[config.mk]
export PLATFORM = sky130hd
export DESIGN_NAME = rcps_seq
export DESIGN_NICKNAME = d
export VERILOG_FILES = /design/src/logic/rcps_pkg.sv /design/src/logic/rcps_seq.sv
export SDC_FILE = /design/constraint.sdc
export NUM_CORES = 1
export LEC_CHECK = 0
export BUFFER_PORTS_ARGS = -buffer_cell sky130_fd_sc_hd__clkbuf_2
export CAP_MARGIN = 10
export CELL_PAD_IN_SITES_DETAIL_PLACEMENT = 2
export CELL_PAD_IN_SITES_GLOBAL_PLACEMENT = 2
export CORE_UTILIZATION = 33
export DETAILED_ROUTE_END_ITERATION = 7
export HOLD_SLACK_MARGIN = 0.05
export PLACE_DENSITY_LB_ADDON = 0.1
export REMOVE_ABC_BUFFERS = 1
export SLEW_MARGIN = 0
export SYNTH_ARGS = -nofsm -noshare
export SYNTH_HDL_FRONTEND = slang
export SYNTH_SLANG_ARGS = --single-unit
[constraint.sdc]
create_clock -name clk -period 5 [get_ports clk]
set_input_delay 0.5 -clock clk [delete_from_list [all_inputs] [get_ports clk]]
set_output_delay 0.5 -clock clk [all_outputs]
set_load 0.01 [all_outputs]
[src/logic/rcps_pkg.sv]
// shared constants and types for the radio power-up sequencer
package rcps_pkg;
  localparam int unsigned CLK_HZ         = 40_000_000;
  localparam int unsigned PWRUP_MS       = 100;
  localparam int unsigned PWRUP_WAIT_MS  = 50;
  localparam int unsigned PWRUP_CYC      =
    (CLK_HZ / 1000) * PWRUP_WAIT_MS;
  localparam int unsigned PWRUP_MAX_CYC  = (CLK_HZ / 1000) * PWRUP_MS;
  localparam logic [1:0]  PULL_NONE      = 2'h0;
  localparam logic [1:0]  PULL_UP        = 2'h1;
  localparam logic [1:0]  PULL_DOWN      = 2'h2;

  typedef enum logic [1:0] {
    RCPS_OFF    = 2'b00,
    RCPS_BOOT   = 2'b01,
    RCPS_ACTIVE = 2'b10
  } rcps_state_t;

  // one pad: output value, output enable, pull selection
  typedef struct packed {
    logic       o;
    logic       oe;
    logic [1:0] pull;
  } rcps_pad_t;
endpackage : rcps_pkg

[src/logic/rcps_seq.sv]
// power-up sequencer and pad state control
// What this block does
// - shutdown low keeps device in low power with all logic reset
// - rts driven low within 100 ms of shutdown release
// - all pads hi-z with pull enabled during shutdown and power-up
// - with io supply and shutdown, pads three-state with pull
// - only slow clock and audio pads tolerate unpowered drive
// - active mode: tx high and rts low, inputs pulled, audio out hi-z
// - internal pulldown keeps shutdown asserted when floating
// - shutdown asserted when driven low, pulled low or floating
`timescale 1ns/1ps
module rcps_seq #(
  parameter int unsigned PWRUP_CYC = rcps_pkg::PWRUP_CYC
) (
  input  wire logic              clk,
  input  wire logic              reset,
  input  wire logic              device_off_n,
  input  wire logic              device_off_n_oe,
  input  wire logic              io_supply_ok,
  output rcps_pkg::rcps_pad_t    host_link_tx,
  output rcps_pkg::rcps_pad_t    host_link_rts,
  output rcps_pkg::rcps_pad_t    host_link_rx,
  output rcps_pkg::rcps_pad_t    host_link_cts,
  output rcps_pkg::rcps_pad_t    audio_bit_clock,
  output rcps_pkg::rcps_pad_t    audio_frame_sync,
  output rcps_pkg::rcps_pad_t    audio_data_in,
  output rcps_pkg::rcps_pad_t    audio_data_out,
  output rcps_pkg::rcps_pad_t    debug_trace_out,
  output rcps_pkg::rcps_pad_t    device_off_pad,
  output logic                   io_defined,
  output rcps_pkg::rcps_state_t  power_state
);
  rcps_pkg::rcps_state_t state_q, state_d;
  logic [31:0]           cnt_q, cnt_d;
  logic                  off_req;
  logic                  active;

  // undriven pin reads low via the pulldown
  assign off_req = !(device_off_n && device_off_n_oe);
  assign device_off_pad = '{o: 1'b0, oe: 1'b0,
                            pull: rcps_pkg::PULL_DOWN};

  always_comb begin
    state_d = state_q;
    cnt_d   = cnt_q;
    if (off_req) begin
      state_d = rcps_pkg::RCPS_OFF;
      cnt_d   = '0;
    end else begin
      case (state_q)
        rcps_pkg::RCPS_OFF: begin
          state_d = rcps_pkg::RCPS_BOOT;
          cnt_d   = '0;
        end
        rcps_pkg::RCPS_BOOT: begin
          // fixed wait well inside the rts limit; clocks settle first
          if (cnt_q >= PWRUP_CYC - 1) begin
            state_d = rcps_pkg::RCPS_ACTIVE;
          end else begin
            cnt_d = cnt_q + 32'h0000_0001;
          end
        end
        rcps_pkg::RCPS_ACTIVE: begin
          state_d = rcps_pkg::RCPS_ACTIVE;
        end
        default: begin
          state_d = rcps_pkg::RCPS_OFF;
        end
      endcase
    end
  end

  always_ff @(posedge clk) begin
    if (reset) begin
      state_q <= rcps_pkg::RCPS_OFF;
      cnt_q   <= 32'h0000_0000;
    end else begin
      state_q <= state_d;
      cnt_q   <= cnt_d;
    end
  end

  assign active      = (state_q == rcps_pkg::RCPS_ACTIVE);
  assign power_state = state_q;
  assign io_defined  = io_supply_ok;

  // pads: hi-z with pull until power-up is complete
  always_comb begin
    host_link_rx     = '{1'b0, 1'b0, rcps_pkg::PULL_UP};
    host_link_cts    = '{1'b0, 1'b0, rcps_pkg::PULL_UP};
    host_link_tx     = '{1'b0, 1'b0, rcps_pkg::PULL_UP};
    host_link_rts    = '{1'b0, 1'b0, rcps_pkg::PULL_UP};
    debug_trace_out  = '{1'b0, 1'b0, rcps_pkg::PULL_UP};
    audio_bit_clock  = '{1'b0, 1'b0, rcps_pkg::PULL_DOWN};
    audio_frame_sync = '{1'b0, 1'b0, rcps_pkg::PULL_DOWN};
    audio_data_in    = '{1'b0, 1'b0, rcps_pkg::PULL_DOWN};
    audio_data_out   = '{1'b0, 1'b0, rcps_pkg::PULL_DOWN};
    if (active) begin
      host_link_tx    = '{1'b1, 1'b1, rcps_pkg::PULL_NONE};
      // rts low marks power-up done; flow control would drive it later
      host_link_rts   = '{1'b0, 1'b1, rcps_pkg::PULL_NONE};
      debug_trace_out = '{1'b0, 1'b1, rcps_pkg::PULL_NONE};
    end
  end

  // assertions
  int unsigned rel_cnt;
  always_ff @(posedge clk) begin
    if (reset || off_req) begin
      rel_cnt <= 0;
    end else if (rel_cnt < rcps_pkg::PWRUP_MAX_CYC) begin
      rel_cnt <= rel_cnt + 1;
    end
  end

  off_holds_a: assert property (@(posedge clk) disable iff (reset)
    off_req |=> state_q == rcps_pkg::RCPS_OFF)
    else $error("device left off state while shutdown asserted");
  rts_deadline_a: assert property (@(posedge clk) disable iff (reset)
    rel_cnt >= rcps_pkg::PWRUP_MAX_CYC |-> host_link_rts.oe &&
    !host_link_rts.o)
    else $error("rts not low within power-up limit");
  pads_hiz_a: assert property (@(posedge clk) disable iff (reset)
    !active |-> !host_link_tx.oe && !host_link_rts.oe &&
    !audio_data_out.oe && host_link_rts.pull == rcps_pkg::PULL_UP)
    else $error("pad driven before power-up complete");
  audio_out_a: assert property (@(posedge clk) disable iff (reset)
    !audio_data_out.oe && audio_data_out.pull == rcps_pkg::PULL_DOWN)
    else $error("audio out not hi-z with pulldown");
  tx_high_a: assert property (@(posedge clk) disable iff (reset)
    active |-> host_link_tx.oe && host_link_tx.o &&
    host_link_cts.pull == rcps_pkg::PULL_UP)
    else $error("tx not high in active mode");
  float_off_a: assert property (@(posedge clk) disable iff (reset)
    !device_off_n_oe |=> !active)
    else $error("floating shutdown did not hold device off");
  pulldown_a: assert property (@(posedge clk) disable iff (reset)
    device_off_pad.pull == rcps_pkg::PULL_DOWN && !device_off_pad.oe)
    else $error("shutdown pin lost its pulldown");
  boot_exit_a: assert property (@(posedge clk) disable iff (reset)
    $rose(active) |-> $past(state_q) == rcps_pkg::RCPS_BOOT)
    else $error("active entered without boot");
  io_def_a: assert property (@(posedge clk) disable iff (reset)
    io_defined == io_supply_ok)
    else $error("io defined flag mismatch");

  // io ring powered and held off: every pad three-state with a pull
  supply_off_a: assert property (@(posedge clk) disable iff (reset)
    io_supply_ok && state_q == rcps_pkg::RCPS_OFF |->
    !host_link_rx.oe && !host_link_tx.oe && !debug_trace_out.oe &&
    host_link_tx.pull != rcps_pkg::PULL_NONE &&
    audio_data_in.pull != rcps_pkg::PULL_NONE)
    else $error("off pads not three-state with pull");

  // audio pads never drive, so outside drive without power is harmless
  audio_safe_a: assert property (@(posedge clk) disable iff (reset)
    !audio_bit_clock.oe && !audio_frame_sync.oe &&
    !audio_data_in.oe && !audio_data_out.oe)
    else $error("fail-safe audio pad driven");

  // boot lasts exactly the configured number of edges
  boot_len_a: assert property (@(posedge clk) disable iff (reset)
    $rose(active) |-> $past(cnt_q) == PWRUP_CYC - 1)
    else $error("boot wait length wrong");

  // counter never runs past the wait; guards a stuck boot
  boot_cnt_a: assert property (@(posedge clk) disable iff (reset)
    state_q == rcps_pkg::RCPS_BOOT |-> cnt_q < PWRUP_CYC)
    else $error("boot counter overran");

  // release from off always starts a fresh boot
  boot_entry_a: assert property (@(posedge clk) disable iff (reset)
    state_q == rcps_pkg::RCPS_OFF && !off_req |=>
    state_q == rcps_pkg::RCPS_BOOT && cnt_q == 32'h0000_0000)
    else $error("release did not start boot");

  // active inputs stay undriven with their pulls
  in_pulls_a: assert property (@(posedge clk) disable iff (reset)
    active |-> !host_link_rx.oe && !host_link_cts.oe &&
    host_link_rx.pull == rcps_pkg::PULL_UP &&
    audio_bit_clock.pull == rcps_pkg::PULL_DOWN &&
    audio_frame_sync.pull == rcps_pkg::PULL_DOWN &&
    audio_data_in.pull == rcps_pkg::PULL_DOWN)
    else $error("active input pad state wrong");

  // shutdown drops the driven outputs on the next edge
  rts_release_a: assert property (@(posedge clk) disable iff (reset)
    off_req |=> !host_link_rts.oe && !host_link_tx.oe)
    else $error("outputs still driven after shutdown");

  // before power-up is done the input pads keep their pulls
  rx_pull_off_a: assert property (@(posedge clk) disable iff (reset)
    !active |-> !host_link_rx.oe && !host_link_cts.oe &&
    host_link_cts.pull == rcps_pkg::PULL_UP &&
    audio_bit_clock.pull == rcps_pkg::PULL_DOWN &&
    !debug_trace_out.oe)
    else $error("input pad state wrong before power-up");

  // only the three coded states ever appear
  state_legal_a: assert property (@(posedge clk) disable iff (reset)
    power_state inside {rcps_pkg::RCPS_OFF, rcps_pkg::RCPS_BOOT,
                        rcps_pkg::RCPS_ACTIVE})
    else $error("illegal power state");

  // active holds until shutdown returns
  active_stays_a: assert property (@(posedge clk) disable iff (reset)
    active && !off_req |=> active)
    else $error("active mode dropped without shutdown");

  // a floating pin releases nothing
  float_pads_a: assert property (@(posedge clk) disable iff (reset)
    !device_off_n_oe |=> !host_link_rts.oe && !host_link_tx.oe)
    else $error("floating shutdown let outputs drive");

  boot_c: cover property (@(posedge clk) $rose(active));
  reoff_c: cover property (@(posedge clk) active ##1 off_req);
  abort_c: cover property (@(posedge clk)
    state_q == rcps_pkg::RCPS_BOOT ##1 off_req);
  float_c: cover property (@(posedge clk)
    !device_off_n_oe ##1 state_q == rcps_pkg::RCPS_OFF);
  nosup_c: cover property (@(posedge clk)
    !io_supply_ok && state_q == rcps_pkg::RCPS_OFF);
endmodule : rcps_seq

==> results.toml <==
[status]
status = "completed"

[detailed_routing]
routedWlPerCell_um = 17.0
drt-pass1-iter-count = 4
final_antenna_net_count = 0
vias = 1663
drc = 0
viasPerCell = 5.16
drt_iter0_markers = 109
wirelength_um = 5470

[synth]
syn_area_per_cell_um2 = 8.33
ys_warn_count = 0
synth_edf_count = 0
synthCells = 243
synth_area_um2 = 2020
synthDistinctLibCells = 43
yosysSeqAreaShare_pct = 33.6
synth_top_area_share_pct = 33.6
synth_area_leaders = "dfxtp_1 34%, buf_4 15%, nand2_1 3.9%, nand3_1 3.0%, a21oi_1 2.7%"
postSynth.asyncResetShare_pct = 0
yosys.area.top_type = "dfxtp_1"
ys_seq_elements = 34
synth_ff_type = "dfxtp_1"

[timing]
fmax_mhz = 349
tns_ns = 0
slew_viol_final = 0
rsz0062_at_grt = "false"
slew_headroom_pct = 43.0
worst_pin_slew_ns = 0.853
fin_crit_sh_pct = 57.2
period_needed_ns = 2.86
hold_viol_final = 0
fin_skew_ns = 0.00326
worst_slack_ns = 2.14
setup_viol = 0

[floorplan]
die_w_um = 80.3
die_y_um = 80.3
core_area_um2 = 5920
num_rows = 28
initial_utilization_pct = 34.2
top_level_ports = 48
die_area_um2 = 6450

[cells_and_area]
area_growth_pct = 1.86
layout-drive-gt1-share_pct = 11.3
antenna_cells = 0
nNetsFinal = 255
nFillCells = 702
postLayoutCellArea_um2 = 2060

[critical_path]
cp-start-kind = "flip-flop"
path_class = "reg2reg"
cp_top_family = "simple AND/OR/NAND/NOR gates"
critPathBufInv = 0
crit_chain = "ha_1 -> nand3_1 -> or2_0 -> a211oi_2 -> nor2_1 -> nor3_1 -> a21o_1"
ff2ff_setup_slack_ns = 2.14
rr_endpoint = "cnt_q[8]"
required_ns = 5.25
cp-end-kind = "flip-flop"
path_max_fanout = 11
r2r-start = "cnt_q[0]"
cp.arrival_ns = 3.11
max_stage_delay_ns = 0.54
cpMaxStageDelayCell = "a211oi_2"
reg2reg_depth = 7

[pwr]
power_per_cell_area_nw_per_um2 = 256
ir_drop_uv = 116
leakage_uw = 0.000767

[cts]
cts_sinks = 34
cts.htree.levels = 2
postCtsHoldBufs = 0
numCtsBuffers = 5
cts.clk_slew.worst_paths_ns = 0.07
cts-resized-gates = 0
clk_path_buf_depth = 2
insertion_delay_ns = 0.30
root_buffer = "clkbuf_8"
cts_tree = "done"
post_cts.repair.setup_buffers = 0

[min_path]
min_to = "cnt_q[20]"
min_from = "cnt_q[20]"
hold_path_class = "reg2reg"
min_path_cells = 2

[global_route]
grt_max_degree = 14
overflow = 0
grtUsageTotal_pct = 19.0
grt_pass1_vias = 1708
grt_antenna_before_repair = 0
grt_pass1_wl_um = 8980

[placement]
place_area_um2 = 1970
io_buffer_count = 12
detailed_place_hpwl_um = 3980
gp_congestion = 0.728
preCtsSetupSlack_ns = 2.11

[run]
maxCapViolations = 0
synthesized netlist by cell type (all sizes together), types with 4 or more instances:
library cell,count
a21o,6
a21oi,11
and2,7
and3,6
and4,5
buf,42
clkbuf,5
dfxtp,34
ha,4
inv,7
mux2i,4
nand2,21
nand3,12
nand4,6
nor2,13
nor3,7
nor4,7
o21ai,5
or3,5
xnor2,5
final cells by class:
| cell class | count | area [µm²] | share of cell area [%] |
|---|---|---|---|
| clock buffer | 6 | 82.6 | 4.01 |
| sequential | 34 | 681 | 33.0 |
| clock inverter | 2 | 12.5 | 0.607 |
| tap | 75 | 93.8 | 4.55 |
| multi-input combinational | 186 | 1100 | 53.6 |
| timing repair buffer | 12 | 60.1 | 2.91 |
| inverter | 7 | 26.3 | 1.28 |
power by group:
part	internal, µW	total [µW]	leakage [µW]	switching, µW
registers	271	272	0.000274	0.580
logic	5.41	33.8	0.000446	28.4
clock network	111	223	0.0000472	112
total	387	528	0.000767	141
kinds of logic after synthesis:
logic type      share of synthesized area [%]
compound gates                           13.6
mux                                      2.54
simple gates                             27.7
buf+inv                                  17.5
fa+ha+maj                                2.47
flops                                    33.6
other cells                             0.371
xor+xnor                                 2.16
worst max-delay path by stage:
stage,startpoint,to,slack [ns],cells after the start
finish,cnt_q[0],cnt_q[8],2.14,7
global route,cnt_q[0],cnt_q[8],1.82,7
CTS,cnt_q[0],cnt_q[8],2.10,7
detailed placement,power_state[1],cnt_q[8],2.11,8
global placement,cnt_q[0],cnt_q[19],2.09,7
floorplan,cnt_q[11],cnt_q[6],2.71,6
routing by layer:
| metal | vias up | GRT usage (%) | share of wire, % |
|---|---|---|---|
| met5 | - | 0 | 0 |
| met4 | 0 | 7.32 | 2.0 |
| met3 | 12 | 3.52 | 3.2 |
| met2 | 36 | 32.5 | 49 |
| met1 | 819 | 23.5 | 46 |
| li1 | 796 | - | - |
flip-flops by register name (all words and copies together) (netlist names):
signal and flops:
power_state 2, cnt_q 32
cell usage in the layout, fill, tap and decap left out, types with 7 or more instances in the layout:
master / count
nand2_1: 21
nor4_1: 7
nor2_1: 13
dfxtp_1: 34
nand3_1: 12
conb_1: 33
a21oi_1: 11
nor3_1: 7
inv_1: 7
clkbuf_2: 12
and2_1: 7
through the flow:
stage	hold WS, ns	power (µW)	std cells	util, %
floorplan	0.421	301	227	-
global placement	0.445	311	314	33.2
detailed placement	0.450	311	314	33.2
CTS	0.460	534	322	34.8
global route	0.477	550	322	34.8
finish	0.458	528	322	34.8
worst min-delay path: stages, from the launching register on:
cell and delay, ns:
dfxtp_1 0.31, inv_1 0.05, a21oi_1 0.05
No activity file was read; power rests on OpenSTA's default activity.
